## config.mk

```make
export PLATFORM = sky130hd
export DESIGN_NAME = ssd_core
export DESIGN_NICKNAME = d
export VERILOG_FILES = /design/src/verilog/ssd_pkg.sv /design/src/verilog/ssd_core.sv /design/src/verilog/ssd_sync.sv
export VERILOG_INCLUDE_DIRS = /design/src /design/src/verilog
export SDC_FILE = /design/constraint.sdc
export NUM_CORES = 1
export LEC_CHECK = 0
export BUFFER_PORTS_ARGS = -buffer_cell sky130_fd_sc_hd__clkbuf_2
export CORE_UTILIZATION = 56
export DETAILED_ROUTE_END_ITERATION = 8
export HOLD_SLACK_MARGIN = 0.03
export PLACE_DENSITY = 0.82
export SLEW_MARGIN = 5
export SYNTH_ARGS = -nofsm -noshare
export SYNTH_HDL_FRONTEND = slang
export SYNTH_SLANG_ARGS = --single-unit
```

## constraint.sdc

```tcl
create_clock -name mclk -period 6.5 [get_ports mclk]
set_input_delay 1.3 -clock mclk [delete_from_list [all_inputs] [get_ports mclk]]
set_output_delay 1.3 -clock mclk [all_outputs]
set_load 0.01 [all_outputs]
```

## src/verilog/ssd_params.svh

```systemverilog
/*
  Constants of the safety sensor diagnostic block: register offsets,
  field positions, reset values and timing figures.
  Assumes inclusion by ssd_pkg and the top module; definitions only.
*/
`ifndef SSD_PARAMS_SVH
`define SSD_PARAMS_SVH

// ==========================================================
// Register offsets (byte addresses inside the slave window)
`define SSD_ADDR_W              12
`define SSD_ADDR_REQUEST        12'h000
`define SSD_ADDR_RESPONSE       12'h004
`define SSD_ADDR_FAULT          12'h008
`define SSD_ADDR_PINS           12'h00C
`define SSD_REQUEST_RESET       8'h00

// ==========================================================
// Request byte fields
`define SSD_REQ_ERR_RESET       7

// ==========================================================
// Response byte fields
`define SSD_RSP_OUT_EN          0
`define SSD_RSP_ACTUATED        1
`define SSD_RSP_INPUTS_LIVE     4
`define SSD_RSP_LIMIT           5
`define SSD_RSP_WARNING         6
`define SSD_RSP_ERROR           7

// ==========================================================
// Fault byte fields
`define SSD_FLT_OUT_A           0
`define SSD_FLT_OUT_B           1
`define SSD_FLT_CROSS           2
`define SSD_FLT_TEMP            3
`define SSD_FLT_ACTUATOR        4
`define SSD_FLT_INTERNAL        5
`define SSD_FLT_COMM            7

// ==========================================================
// Timing
`define SSD_MCLK_PERIOD_NS      4
`define SSD_WARN_TIMEOUT_MIN    30
`define SSD_WARN_CNT_W          40

`endif

```

## src/verilog/ssd_pkg.sv

```systemverilog
/*
  Types of the safety sensor diagnostic block: pin bundle, diagnostic
  byte pair and the state records of both modules.
  Assumes ssd_params.svh is on the include path.
*/
`include "ssd_params.svh"

package ssd_pkg;

  // ==========================================================
  // Pin bundle from the sensor front end
  typedef struct packed {
    logic safety_input_a;
    logic safety_input_b;
    logic actuator_present;
    logic actuator_limit;
    logic actuator_bad;
    logic out_fault_a;
    logic out_fault_b;
    logic cross_wire;
    logic over_temp;
    logic internal_fault;
    logic link_ok;
  } ssd_pins_t;

  // ==========================================================
  // Outgoing diagnostic bytes
  typedef struct packed {
    logic [7:0] response;
    logic [7:0] fault;
  } ssd_diag_t;

  // ==========================================================
  // Synchroniser state
  typedef struct packed {
    ssd_pins_t stage1;
    ssd_pins_t stage2;
  } ssd_sync_state_t;

  // ==========================================================
  // Top state
  typedef struct packed {
    logic                          dp_valid;
    logic                          dp_write;
    logic [`SSD_ADDR_W-1:0]        dp_addr;
    logic [31:0]                   hrdata;
    logic                          hreadyout;
    logic                          hresp;
    logic [7:0]                    request;
    logic                          req_reset_prev;
    logic                          err_latch;
    logic [`SSD_WARN_CNT_W-1:0]    warn_count;
    logic                          outputs_on;
    ssd_diag_t                     diag;
    logic                          detail_valid;
  } ssd_state_t;

endpackage

```

## src/verilog/ssd_core.sv

```systemverilog
/*
  Safety sensor diagnostic core: builds the response byte and the
  warning/error byte from the sensor state, latches errors, drives the
  two safety outputs and exposes request/response/fault over AHB-Lite.
  Assumes a single AHB-Lite master, word transfers, and asynchronous
  sensor pins that are synchronised here before use.
*/
// Function
// RQ1 - Whenever a warning or error is flagged, a detailed fault byte is presented for reading.
// RQ2 - The gateway sends the request byte to the sensor, and it only ever flows toward the sensor; the core also returns it on reads at 12'h000.
// RQ3 - Response and warning/error bytes only flow from the sensor toward the gateway.
// RQ4 - Every status, warning and error flag is active high, one meaning present.
// RQ5 - Response bit 4 is set exactly when both safety inputs are live.
// RQ6 - Response bit 5 is set while actuated in the limit area with the outputs still enabled.
// RQ7 - The fault byte carries a flag for loss of communication with the gateway.
// RQ8 - Response bit 0 shows outputs enabled and bit 1 shows actuated with actuator identified.
// RQ9 - Response bit 6 shows a warning with delayed switch-off and bit 7 an error with outputs off.
// RQ10 - A latched error clears once its cause is gone and request bit 7 falls or the guard opens.
// RQ11 - On communication failure the safety outputs keep their present state.
// RQ12 - Fault bits 0 to 3 report output A fault, output B fault, cross-wire and over-temperature.
`include "ssd_params.svh"

module ssd_core
  import ssd_pkg::*;
#(
  parameter longint unsigned WARN_CYCLES =
    longint'(`SSD_WARN_TIMEOUT_MIN) * 64'd60 * 64'd1000000000 / 64'(`SSD_MCLK_PERIOD_NS)
)
(
  input  wire logic        mclk,
  input  wire logic        rst,
  input  wire logic        hsel,
  input  wire logic [31:0] haddr,
  input  wire logic [1:0]  htrans,
  input  wire logic        hwrite,
  input  wire logic [2:0]  hsize,
  input  wire logic [31:0] hwdata,
  input  wire logic        hready,
  output logic      [31:0] hrdata,
  output logic             hreadyout,
  output logic             hresp,
  input  wire ssd_pins_t   pins,
  output logic             safety_output_a,
  output logic             safety_output_b,
  output logic      [7:0]  response_byte,
  output logic      [7:0]  fault_byte,
  output logic             fault_detail_valid
);

  // ==========================================================
  // Synchronised sensor pins
  ssd_pins_t p;

  ssd_sync u_sync (
    .mclk       (mclk),
    .rst        (rst),
    .pins_async (pins),
    .pins_sync  (p)
  );

  // ==========================================================
  // State
  ssd_state_t s_reg;
  ssd_state_t s_next;

  localparam logic [`SSD_WARN_CNT_W-1:0] WARN_LIMIT = WARN_CYCLES[`SSD_WARN_CNT_W-1:0];

  logic                   addr_phase;
  logic                   inputs_live;
  logic                   actuated;
  logic                   guard_open;
  logic                   comm_fail;
  logic                   warn_cause;
  logic                   warn_timeout;
  logic                   err_cause;
  logic                   req_reset_fall;
  logic                   out_target;
  logic [7:0]             detail;
  logic [`SSD_ADDR_W-1:0] rd_addr;

  // ==========================================================
  // Next state
  always_comb begin
    s_next    = s_reg;
    s_next.hreadyout = 1'b1;
    s_next.hresp     = 1'b0;

    // Bus address phase capture
    addr_phase      = hsel & htrans[1] & hready;
    rd_addr         = haddr[`SSD_ADDR_W-1:0];
    s_next.dp_valid = addr_phase;
    s_next.dp_write = addr_phase & hwrite;
    s_next.dp_addr  = addr_phase ? rd_addr : s_reg.dp_addr;

    // RQ2 request byte inbound
    if (s_reg.dp_valid && s_reg.dp_write && s_reg.dp_addr == `SSD_ADDR_REQUEST) begin
      s_next.request = hwdata[7:0];
    end
    s_next.req_reset_prev = s_reg.request[`SSD_REQ_ERR_RESET];
    req_reset_fall        = s_reg.req_reset_prev & ~s_reg.request[`SSD_REQ_ERR_RESET];

    // Sensor conditions
    inputs_live = p.safety_input_a & p.safety_input_b;
    actuated    = p.actuator_present & ~p.actuator_bad;
    guard_open  = ~p.actuator_present;
    comm_fail   = ~p.link_ok;
    warn_cause  = p.out_fault_a | p.out_fault_b | p.cross_wire | p.over_temp;

    // RQ9 delayed switch-off timer
    if (!warn_cause) begin
      s_next.warn_count = '0;
    end else if (s_reg.warn_count < WARN_LIMIT) begin
      s_next.warn_count = s_reg.warn_count + `SSD_WARN_CNT_W'(1);
    end
    warn_timeout = warn_cause & (s_reg.warn_count >= WARN_LIMIT);
    err_cause    = p.internal_fault | p.actuator_bad | warn_timeout;

    // RQ10 latch and release
    if (err_cause) begin
      s_next.err_latch = 1'b1;
    end else if (s_reg.err_latch && (req_reset_fall || guard_open)) begin
      s_next.err_latch = 1'b0;
    end

    // RQ11 hold outputs on link loss
    out_target = inputs_live & actuated & ~s_next.err_latch & ~err_cause;
    if (comm_fail) begin
      s_next.outputs_on = s_reg.outputs_on;
    end else begin
      s_next.outputs_on = out_target;
    end

    // RQ4 active high flags throughout
    s_next.diag.response = 8'h00;
    // RQ8 outputs and actuation
    s_next.diag.response[`SSD_RSP_OUT_EN]      = s_next.outputs_on;
    s_next.diag.response[`SSD_RSP_ACTUATED]    = actuated;
    // RQ5 both inputs live
    s_next.diag.response[`SSD_RSP_INPUTS_LIVE] = inputs_live;
    // RQ6 limit area flag
    s_next.diag.response[`SSD_RSP_LIMIT]       = actuated & p.actuator_limit & s_next.outputs_on;
    // RQ9 warning and error
    s_next.diag.response[`SSD_RSP_WARNING]     = warn_cause;
    s_next.diag.response[`SSD_RSP_ERROR]       = s_next.err_latch;

    // RQ12 fault detail layout
    detail = 8'h00;
    detail[`SSD_FLT_OUT_A]    = p.out_fault_a;
    detail[`SSD_FLT_OUT_B]    = p.out_fault_b;
    detail[`SSD_FLT_CROSS]    = p.cross_wire;
    detail[`SSD_FLT_TEMP]     = p.over_temp;
    detail[`SSD_FLT_ACTUATOR] = p.actuator_bad;
    detail[`SSD_FLT_INTERNAL] = p.internal_fault;
    // RQ7 link loss flag
    detail[`SSD_FLT_COMM]     = comm_fail;

    // RQ1 detail on warning or error
    s_next.detail_valid = warn_cause | s_next.err_latch;
    if (s_next.detail_valid) begin
      s_next.diag.fault = detail;
    end else begin
      s_next.diag.fault = 8'h00;
      s_next.diag.fault[`SSD_FLT_COMM] = comm_fail;
    end

    // Read data, request forwarded from a write in flight
    s_next.hrdata = 32'h0000_0000;
    if (addr_phase && !hwrite) begin
      unique case (rd_addr)
        `SSD_ADDR_REQUEST:  s_next.hrdata = {24'h00_0000, s_next.request};
        // RQ3 outbound bytes read only
        `SSD_ADDR_RESPONSE: s_next.hrdata = {24'h00_0000, s_reg.diag.response};
        `SSD_ADDR_FAULT:    s_next.hrdata = {24'h00_0000, s_reg.diag.fault};
        `SSD_ADDR_PINS:     s_next.hrdata = {21'h0, p};
        default:            s_next.hrdata = 32'h0000_0000;
      endcase
    end
  end

  // ==========================================================
  // Registers
  always_ff @(posedge mclk) begin
    if (rst) begin
      s_reg           <= '0;
      s_reg.request   <= `SSD_REQUEST_RESET;
      s_reg.hreadyout <= 1'b1;
    end else begin
      s_reg <= s_next;
    end
  end

  // ==========================================================
  // Outputs
  assign hrdata             = s_reg.hrdata;
  assign hreadyout          = s_reg.hreadyout;
  assign hresp              = s_reg.hresp;
  assign safety_output_a    = s_reg.outputs_on;
  assign safety_output_b    = s_reg.outputs_on;
  assign response_byte      = s_reg.diag.response;
  assign fault_byte         = s_reg.diag.fault;
  assign fault_detail_valid = s_reg.detail_valid;

endmodule

```

## src/verilog/ssd_sync.sv

```systemverilog
/*
  Two-stage synchroniser for the sensor pin bundle.
  Assumes pins change asynchronously to mclk; rst is synchronous.
*/
module ssd_sync
  import ssd_pkg::*;
(
  input  wire logic      mclk,
  input  wire logic      rst,
  input  wire ssd_pins_t pins_async,
  output ssd_pins_t      pins_sync
);

  ssd_sync_state_t s_reg;
  ssd_sync_state_t s_next;

  always_comb begin
    s_next        = s_reg;
    s_next.stage1 = pins_async;
    s_next.stage2 = s_reg.stage1;
  end

  always_ff @(posedge mclk) begin
    if (rst) begin
      s_reg <= '0;
    end else begin
      s_reg <= s_next;
    end
  end

  assign pins_sync = s_reg.stage2;

endmodule
```

==> flow_summary_export.csv, run 1 <==
group,metric,value,unit
clocking,clock-sinks,110,
critical_path,startpoint_type,"flop",
critical_path,reg2reg_to,"s_reg[49]",
flow_run,cap_viol_max_count,0,
detailed_routing,wl_per_cell,13.30,um
critical_path,rr_startpoint,"s_reg[38]",
detailed_routing,dr.max_layer_used,"met4",
global_route,overflow,0,
detailed_routing,drc,0,
clocking,cts-root-buf,"clkbuf_8",
yosys,yosysTopAreaCellShare,46.70,%
clocking,cts.clk_slew.worst_paths,110,ps
yosys,synth_area_leader_cell,"dfxtp_1",
timing,setup_viol,0,
floorplanning,rows,33,
placed_design,dp_hpwl,6.308,mm
critical_path,critPathTopFamily,"simple AND/OR/NAND/NOR gates",
worst_hold_path,hold_end,"u_sync.pins_sync[8]",
layout,fin_nets,650,
yosys,ys_seq_elements,110,
detailed_routing,first_pass_iters,4,
floorplanning,initial_core_util,57.68,%
clocking,post_cts_buffers,0,
worst_hold_path,min_delay_path_depth,1,
timing,fin_crit_sh,55.50,%
clocking,cts_hold_buf,0,
power,power_density,230.4,nW/um2
floorplanning,die_y,93.77,um
worst_hold_path,hold_path_class,"flop to flop",
detailed_routing,dr.first_iter.drc_count,166,
critical_path,rrSetupSlack,2890,ps
layout,diodes,0,
power,power.total,1.147,mW
layout,drive_gt1_share,15.14,%
yosys,ys_warn_count,0,
critical_path,crit_arrival,3900,ps
yosys,synthArstFlopShare,0,%
placed_design,io_buffers,63,
floorplanning,dieArea,8792,um2
timing,slew_viol_final,0,
timing,finalClockSkew,18.51,ps
detailed_routing,wl_met3,419,um
clocking,cts_buffers,9,
layout,post-route-cell-area,4979,um2
power,p_seq_share,60.4,%
detailed_routing,vias,3704,
timing,rsz0062_at_grt,"false",
yosys,avgSynthCellArea,8.749,um2
placed_design,placed_cell_area,4780,um2
critical_path,path_class,"flop to flop",
timing,hold_viol,0,
critical_path,worst-path-stages,5,
timing,whs,436.4,ps
timing,worstMarginPinSlew,1175,ps
global_route,grt_pass1_wl,14.23,mm
run_status,outcome,"finished clean",
yosys,seq_area_frac_synth,46.70,%
critical_path,crit_path_end_kind,"flop",
critical_path,r2r_cells,5,
global_route,antenna_found_initial,0,
global_route,grt_pass1_vias,3221,
critical_path,path_max_fanout,35,
yosys,synth.distinct_cells,47,
yosys,synth_ff_type,"dfxtp_1",
global_route,grt_usage,20.38,%
layout,area_growth,5.572,%
yosys,syn_inst,539,
placed_design,gp_congestion,0.8128,
critical_path,crit_required,6790,ps
detailed_routing,vias_per_cell,5.504,
power,ir_drop,0.1055,mV
critical_path,cp_cell_sequence,"a211o_1 -> o311ai_2 -> nand3_1 -> or4_1 -> a21oi_1",
yosys,netlist_area,4716,um2
timing,setup_tns,0,ps
clocking,htreeDepth,3,
clocking,cts.repair.resized,0,
detailed_routing,wirelength,8.951,mm
global_route,grt_max_degree,60,
clocking,cts_tree,"built",
power,swShare,25.15,%
detailed_routing,detail-route-antenna-nets,0,
clocking,clock_latency,370,ps
detailed_routing,drt-met1-wl,4.210,mm
timing,max_freq,277.2,MHz
power,internal_power,858.6,uW
power,p_clk_share,34.8,%
detailed_routing,met2_length,4.179,mm
power,switchingPower,288.4,uW
floorplanning,core_area,8175,um2
timing,period_minus_slack,3607,ps
floorplanning,io_pins,138,
power,p_leak,1.955,nW
floorplanning,die_x,93.77,um
clocking,cts_buffer_depth,2,
layout,largest_reg_flops,63,
critical_path,max_stage_delay,1060,ps
critical_path,path_buf_inv,0,
power,power.share.combinational,4.8,%
yosys,synth_edf_count,0,
timing,slew_headroom,21.47,%
yosys,synthTopCellsByArea,"dfxtp_1 (47%), buf_4 (8.1%), a21oi_1 (4.8%)",
worst_hold_path,min-delay-start,"u_sync.s_next[8]",
critical_path,crit_path_top_delay_cell,"nand3_1",
-- power groups by stage --
| stage | Combinational [mW] | Clock [mW] | Sequential (mW) |
|---|---|---|---|
| global route | 0.0623 | 0.435 | 0.695 |
| detailed placement | 0.0548 | 0 | 0.709 |
| finish | 0.0548 | 0.399 | 0.693 |
| CTS | 0.0550 | 0.412 | 0.693 |
| floorplan | 0.0491 | 0 | 0.706 |
| global placement | 0.0535 | 0 | 0.708 |
-- placed cells by master (no fill, tap or decap), drive strengths merged, types with 2 or more instances in the layout --
cell      n
buf       2
dfxtp   110
o211ai    2
nand3    18
o21bai    4
nor2b    32
a21oi    45
a221oi    2
o31ai     4
conb     26
or4       6
nor3     11
o21ai    17
and3     17
nand2    48
and2      5
nor4      8
a22oi     5
ha        2
mux2i    10
xor2      9
clkbuf   72
clkinv    3
nor2     44
or3      20
nand4    18
nand2b    2
or2       2
inv       8
o41ai     2
o311ai    3
nor4b     2
-- synthesized netlist by cell type (3+ instances only) --
cell and instances:
dfxtp_1 110, buf_4 51, nand2_1 48, a21oi_1 45, nor2_1 44, nor2b_1 32
or3_1 20, clkbuf_1 18, nand3_1 18, and3_1 17, nand4_1 17, o21ai_0 17
mux2i_1 10, nor3_1 10, xor2_1 9, nor4_1 8, or4_1 6, a22oi_1 5
and2_1 5, inv_1 4, o21bai_1 4, o31ai_1 4, buf_1 3, buf_2 3
-- area by class of cell --
| cell class | count | area [um2] |
|---|---|---|
| inverter | 4 | 15.01 |
| fill | 748 | 3197 |
| timing repair buffer | 65 | 330.3 |
| clock inverter | 7 | 75.07 |
| clock buffer | 9 | 123.9 |
| tap | 105 | 131.4 |
| multi-input combinational | 373 | 2101 |
| sequential | 110 | 2202 |
-- cells by family (layout without fill, tap and decap cells) --
family	count (synthesis)	after routing	synth area share, %
AO/OA/AOI/OAI	90	90	11.49
XOR/XNOR	10	10	1.857
adder cells (fa/ha/maj)	2	2	0.5306
buffers and inverters	80	85	10.67
flip-flops	110	110	46.70
multiplexers	10	10	2.123
other	2	26	0.1593
AND/OR/NAND/NOR	235	235	26.48
-- through the flow --
step	utilization, %	instances	setup slack [ps]
global placement	58.46	657	3081
CTS	60.90	673	2947
detailed placement	58.46	657	2985
floorplan	-	563	3934
finish	60.90	673	2893
global route	60.90	673	2623
-- metal layers --
metal | vias to the layer above | GRT usage [%]
met3 | 12 | 3.803
met1 | 1745 | 26.82
met4 | 0 | 8.205
met2 | 98 | 32.85
li1 | 1849 | -
met5 | - | 0
-- how the worst max path moves through the flow --
stage               from  slack, ps         to
3_5_place_dp   s_reg[38]       2990  s_reg[49]
3_3_place_gp   s_reg[38]       3080  s_reg[49]
4_1_cts        s_reg[38]       2950  s_reg[49]
5_1_grt        s_reg[38]       2620  s_reg[49]
6_report       s_reg[38]       2890  s_reg[49]
2_1_floorplan   haddr[5]       3930  hrdata[6]
-- worst register-to-register path, stage by stage (launching register included) --
cell	delay, ps
dfxtp_1	390
a211o_1	330
o311ai_2	790
nand3_1	1060
or4_1	810
a21oi_1	160
No activity file was read; power rests on OpenSTA's default activity.
==> run 2: changes to the inputs <==
--- a/config.mk
+++ b/config.mk
@@ -6,11 +6,12 @@
 export SDC_FILE = /design/constraint.sdc
 export NUM_CORES = 1
 export LEC_CHECK = 0
+export ABC_AREA = 1
 export BUFFER_PORTS_ARGS = -buffer_cell sky130_fd_sc_hd__clkbuf_2
-export CORE_UTILIZATION = 56
+export CORE_UTILIZATION = 49
 export DETAILED_ROUTE_END_ITERATION = 8
 export HOLD_SLACK_MARGIN = 0.03
-export PLACE_DENSITY = 0.82
+export PLACE_DENSITY = 0.74
 export SLEW_MARGIN = 5
 export SYNTH_ARGS = -nofsm -noshare
 export SYNTH_HDL_FRONTEND = slang
==> constraint.sdc (replaced) <==
create_clock -name mclk -period 3.03 [get_ports mclk]
set_input_delay 0.606 -clock mclk [delete_from_list [all_inputs] [get_ports mclk]]
set_output_delay 0.606 -clock mclk [all_outputs]
set_load 0.01 [all_outputs]
==> flow_summary_export.csv, run 2 <==
group,metric,value,unit
critical_path,crit_arrival,2310,ps
layout,final_common_cell,"nand2_1",
clocking,cts.clk_slew.worst_paths,70,ps
power,internal_power,2.174,mW
worst_hold_path,min-delay-start,"u_sync.s_next[4]",
yosys,ys_warn_count,0,
clocking,cts_tree,"built",
worst_hold_path,min_delay_path_depth,2,
critical_path,path_max_fanout,7,
layout,area_growth,6.526,%
critical_path,path_class,"flop to flop",
placed_design,dpl.cell_count,979,
power,switchingPower,669.2,uW
layout,fill_cells,1079,
layout,final_util,54.57,%
yosys,avgSynthCellArea,6.904,um2
global_route,grt_max_degree,39,
detailed_routing,vias,4766,
detailed_routing,wl_per_cell,11.82,um
timing,setup_ws,1001,ps
timing,whs,397.5,ps
run_status,outcome,"finished clean",
power,p_clk_share,42.5,%
global_route,antenna_found_initial,0,
critical_path,startpoint_type,"flop",
timing,setup_viol,0,
clocking,htreeDepth,3,
global_route,grt_pass1_vias,4253,
power,p_leak,2.439,nW
power,swShare,23.53,%
floorplanning,initial_core_util,51.23,%
yosys,syn_inst,822,
critical_path,rrSetupSlack,1000,ps
yosys,synth_ff_type,"dfxtp_1",
timing,slew_headroom,66.62,%
clocking,clock-sinks,110,
detailed_routing,detail-route-antenna-nets,0,
yosys,ys_top_cells_by_count,"nand2_1 (212), nor2_1 (134), dfxtp_1 (110)",
critical_path,reg2reg_to,"s_reg[34]",
layout,fin_nets,937,
power,power.share.combinational,5.1,%
yosys,synth_area_leader_cell,"dfxtp_1",
clocking,clock_latency,350,ps
layout,drive_gt1_share,14.75,%
power,power.total,2.843,mW
power,ir_drop,0.3303,mV
detailed_routing,wirelength,11.75,mm
global_route,grt_pass1_wl,19.18,mm
layout,post-route-cell-area,6046,um2
yosys,synth_edf_count,0,
flow_run,cap_viol_max_count,0,
detailed_routing,drc,0,
timing,setup_tns,0,ps
power,power_density,470.3,nW/um2
layout,diodes,0,
layout,multi_input_area,2678,um2
timing,rsz0062_at_grt,"false",
timing,finalClockSkew,7.598,ps
yosys,netlist_area,5675,um2
clocking,cts.repair.resized,0,
clocking,cts_buffer_depth,2,
yosys,yosysTopAreaCellShare,38.80,%
floorplanning,die_y,109.6,um
placed_design,dp_hpwl,8.688,mm
global_route,overflow,0,
detailed_routing,vias_per_cell,4.795,
yosys,synthTopCellsByArea,"dfxtp_1 (39%), nand2_1 (14%), nor2_1 (8.9%)",
critical_path,crit_path_end_kind,"flop",
yosys,synthArstFlopShare,0,%
yosys,ys_seq_elements,110,
global_route,grt_usage,20.33,%
timing,max_freq,492.7,MHz
floorplanning,rows,38,
floorplanning,dieArea,12020,um2
timing,slew_viol_final,0,
placed_design,io_buffers,63,
yosys,yosysMostFrequentCell,"nand2_1",
clocking,cts-root-buf,"clkbuf_16",
placed_design,dp_slack,767.7,ps
floorplanning,core_area,11080,um2
layout,register_area,2202,um2
power,p_seq_share,52.4,%
floorplanning,die_x,109.6,um
yosys,synth.distinct_cells,33,
critical_path,r2r_cells,8,
clocking,cts_hold_buf,0,
timing,fin_crit_sh,66.98,%
layout,final_cell_mix,"nand2_1 (212), nor2_1 (134), dfxtp_1 (110)",
detailed_routing,first_pass_iters,5,
timing,period_minus_slack,2029,ps
floorplanning,io_pins,138,
yosys,seq_area_frac_synth,38.80,%
placed_design,placed_cell_area,5741,um2
worst_hold_path,hold_path_class,"flop to flop",
critical_path,crit_required,3310,ps
clocking,post_cts_buffers,0,
timing,hold_viol,0,
layout,layoutNonFillerInstCount,994,
critical_path,rr_startpoint,"s_reg[18]",
detailed_routing,dr.first_iter.drc_count,288,
worst_hold_path,hold_end,"u_sync.pins_sync[4]",
clocking,cts_buffers,9,
timing,worstMarginPinSlew,496.1,ps
placed_design,gp_congestion,0.9176,
layout,largest_reg_flops,63,
-- run 2: kinds of logic after synthesis --
group	count (synthesis)	share of synthesized area (%)
AND/OR/NAND/NOR	443	33.69
buffers and inverters	164	15.61
flip-flops	110	38.80
AO/OA/AOI/OAI	78	7.782
XOR/XNOR	23	3.549
adder cells (fa/ha/maj)	2	0.4408
other	2	0.1323
-- run 2: critical path, stage by stage, from the launching register on --
cell and delay [ps]:
dfxtp_1 470, ha_1 400, inv_2 80, nor2_4 220, nand2_1 190, nor2_2 240, xor2_1 170, nand2_1 60
a21oi_1 130
-- run 2: worst max-delay path by stage --
stage / start / to / slack, ps
after CTS: s_reg[18] / s_reg[50] / 1010
after global routing: s_reg[18] / s_reg[34] / 820
after global placement: haddr[0] / hrdata[6] / 790
final: s_reg[18] / s_reg[34] / 1000
after floorplan: haddr[0] / hrdata[1] / 1380
after detailed placement: haddr[6] / hrdata[6] / 770
-- run 2: metal layers --
| layer | GRT usage [%] | vias up | wire [um] | part of all wire [%] |
|---|---|---|---|---|
| met2 | 33.38 | 112 | 5307 | 45 |
| li1 | - | 2543 | - | - |
| met3 | 4.327 | 10 | 607 | 5.2 |
| met4 | 4.857 | 0 | 95 | 0.81 |
| met1 | 27.25 | 2101 | 5734 | 49 |
| met5 | 0 | - | 0 | 0 |
-- run 2: layout make-up --
cell class	instances	area share [%]
clock inverters	6	1.325
multi-input cells	572	44.29
repair buffers	67	5.712
well taps	140	2.897
clock buffers	9	3.725
inverters	90	5.629
flip-flops and latches	110	36.42
-- run 2: power groups by stage --
stage / Combinational, mW / Clock (mW) / Sequential [mW]
CTS: 0.145 / 1.24 / 1.49
global placement: 0.144 / 0 / 1.52
finish: 0.145 / 1.21 / 1.49
global route: 0.166 / 1.29 / 1.49
floorplan: 0.129 / 0 / 1.52
detailed placement: 0.144 / 0 / 1.52
==> run 3: changes to the inputs <==
--- a/config.mk
+++ b/config.mk
@@ -8,10 +8,10 @@
 export LEC_CHECK = 0
 export ABC_AREA = 1
 export BUFFER_PORTS_ARGS = -buffer_cell sky130_fd_sc_hd__clkbuf_2
-export CORE_UTILIZATION = 49
+export CORE_UTILIZATION = 54
 export DETAILED_ROUTE_END_ITERATION = 8
 export HOLD_SLACK_MARGIN = 0.03
-export PLACE_DENSITY = 0.74
+export PLACE_DENSITY = 0.78
 export SLEW_MARGIN = 5
 export SYNTH_ARGS = -nofsm -noshare
 export SYNTH_HDL_FRONTEND = slang
==> constraint.sdc (replaced) <==
create_clock -name mclk -period 1.9 [get_ports mclk]
set_input_delay 0.38 -clock mclk [delete_from_list [all_inputs] [get_ports mclk]]
set_output_delay 0.38 -clock mclk [all_outputs]
set_load 0.01 [all_outputs]
==> flow_summary_export.csv, run 3 (synthesis results as in run 2) <==
group,metric,value,unit
critical_path,path_max_fanout,15,
critical_path,startpoint_type,"flop",
layout,fin_nets,952,
timing,period_minus_slack,1704,ps
layout,area_growth,7.011,%
clocking,clock-sinks,110,
clocking,cts.clk_slew.worst_paths,100,ps
placed_design,placed_cell_area,5873,um2
clocking,htreeDepth,3,
global_route,grt_pass1_vias,4335,
placed_design,dp_hpwl,9.046,mm
detailed_routing,vias_per_cell,4.864,
timing,slew_viol_final,0,
detailed_routing,detail-route-antenna-nets,0,
critical_path,rr_startpoint,"s_reg[43]",
floorplanning,die_x,104.5,um
floorplanning,io_pins,138,
clocking,cts_buffer_depth,2,
layout,final_common_cell,"nand2_1",
layout,final_util,59.09,%
timing,max_freq,586.9,MHz
global_route,grt_usage,23.11,%
timing,hold_viol,0,
worst_hold_path,hold_path_class,"primary input to flop",
global_route,grt_pass1_wl,20.44,mm
floorplanning,rows,37,
timing,finalClockSkew,5.535,ps
worst_hold_path,min-delay-start,"pins[3]",
timing,setup_tns,0,ps
flow_run,cap_viol_max_count,0,
layout,post-route-cell-area,6073,um2
global_route,antenna_found_initial,0,
critical_path,crit_path_end_kind,"flop",
floorplanning,dieArea,10920,um2
clocking,cts_hold_buf,0,
detailed_routing,wl_per_cell,11.93,um
timing,fin_crit_sh,89.67,%
critical_path,crit_arrival,2020,ps
timing,setup_viol,0,
clocking,clock_latency,380,ps
power,ir_drop,0.3737,mV
clocking,cts_buffers,9,
clocking,cts-root-buf,"clkbuf_8",
critical_path,crit_required,2210,ps
placed_design,io_buffers,63,
critical_path,path_class,"flop to flop",
detailed_routing,vias,4893,
global_route,grt_max_degree,39,
detailed_routing,wirelength,12.00,mm
layout,drive_gt1_share,16.55,%
run_status,outcome,"finished clean",
global_route,overflow,0,
placed_design,gp_congestion,0.9401,
detailed_routing,drc,0,
floorplanning,die_y,104.5,um
detailed_routing,dr.first_iter.drc_count,306,
detailed_routing,first_pass_iters,5,
clocking,cts_tree,"built",
floorplanning,initial_core_util,55.22,%
power,power.total,4.001,mW
layout,final_cell_mix,"nand2_1 (212), nor2_1 (134), dfxtp_1 (108)",
timing,rsz0062_at_grt,"false",
timing,setup_ws,196.2,ps
layout,largest_reg_flops,63,
power,p_leak,2.471,nW
floorplanning,core_area,10280,um2
power,power_density,658.8,nW/um2
layout,diodes,0,
placed_design,dp_slack,214.1,ps
critical_path,startpoint,"s_reg[43]",
-- run 3: changes by cell type in the layout (fill, tap and decap cells not counted), moves of 2 or more --
cell	previous run	this run
clkbuf_8	0	10
clkbuf_16	9	0
buf_4	4	16
dfxtp_1	110	108
buf_12	0	2
dfxtp_2	0	2
clkinvlp_4	0	2
-- run 3: critical path, cell delays in order, from the launching register on --
cell and delay (ps):
dfxtp_1 450, nand2_1 150, inv_1 80, nand4_1 110
nor2_1 110, nand2_1 90, nand2_4 180, buf_4 230
nand2_1 80, a21oi_1 140
-- run 3: metrics by stage --
stage | hold WS (ps) | instances
after global placement | 391.3 | 990
after global routing | 178.6 | 1006
after detailed placement | 393.7 | 990
after floorplan | 388.3 | 846
after CTS | 170.9 | 1006
final | 182.9 | 1006
-- run 3: timing repair --
| action | 4_1_cts | 5_1_grt |
|---|---|---|
| endpoints found under the hold margin | 0 | 0 |
| buffers inserted | 0 | 0 |
| gates resized for setup | 0 | 3 |
| setup endpoints to repair | 0 | 10 |
-- run 3: layer usage --
metal	vias up	global-route usage, %	part of all wire (%)
met5	-	0	0
met4	0	8.061	1.4
met3	12	2.820	6.1
met2	155	36.61	44
met1	2158	32.34	49
li1	2568	-	-
-- run 3: path summary, 6_finish.rpt --
kind	end	slack, ps	depth (start not counted)
setup / recovery	s_reg[35]	200	9
hold / removal	u_sync.s_next[3]	180	3
setup reg to reg	s_reg[35]	200	9
hold reg to reg	u_sync.pins_sync[3]	410	2
-- run 3: power breakdown --
group / switching (mW) / leakage (nW) / internal (mW) / total (mW)
clock network: 0.835 / 0.0936 / 0.535 / 1.37
logic: 0.165 / 1.48 / 0.0902 / 0.256
registers: 0.0227 / 0.895 / 2.35 / 2.38
total: 1.02 / 2.47 / 2.98 / 4.00
-- run 3: layout make-up --
class,count,area (um2)
Inverter,90,340.3
Fill cell,1028,4204
Tap cell,136,170.2
Timing Repair Buffer,82,486.7
Clock inverter,6,56.30
Multi-Input combinational cell,572,2678
Clock buffer,10,137.6
Sequential cell,110,2205
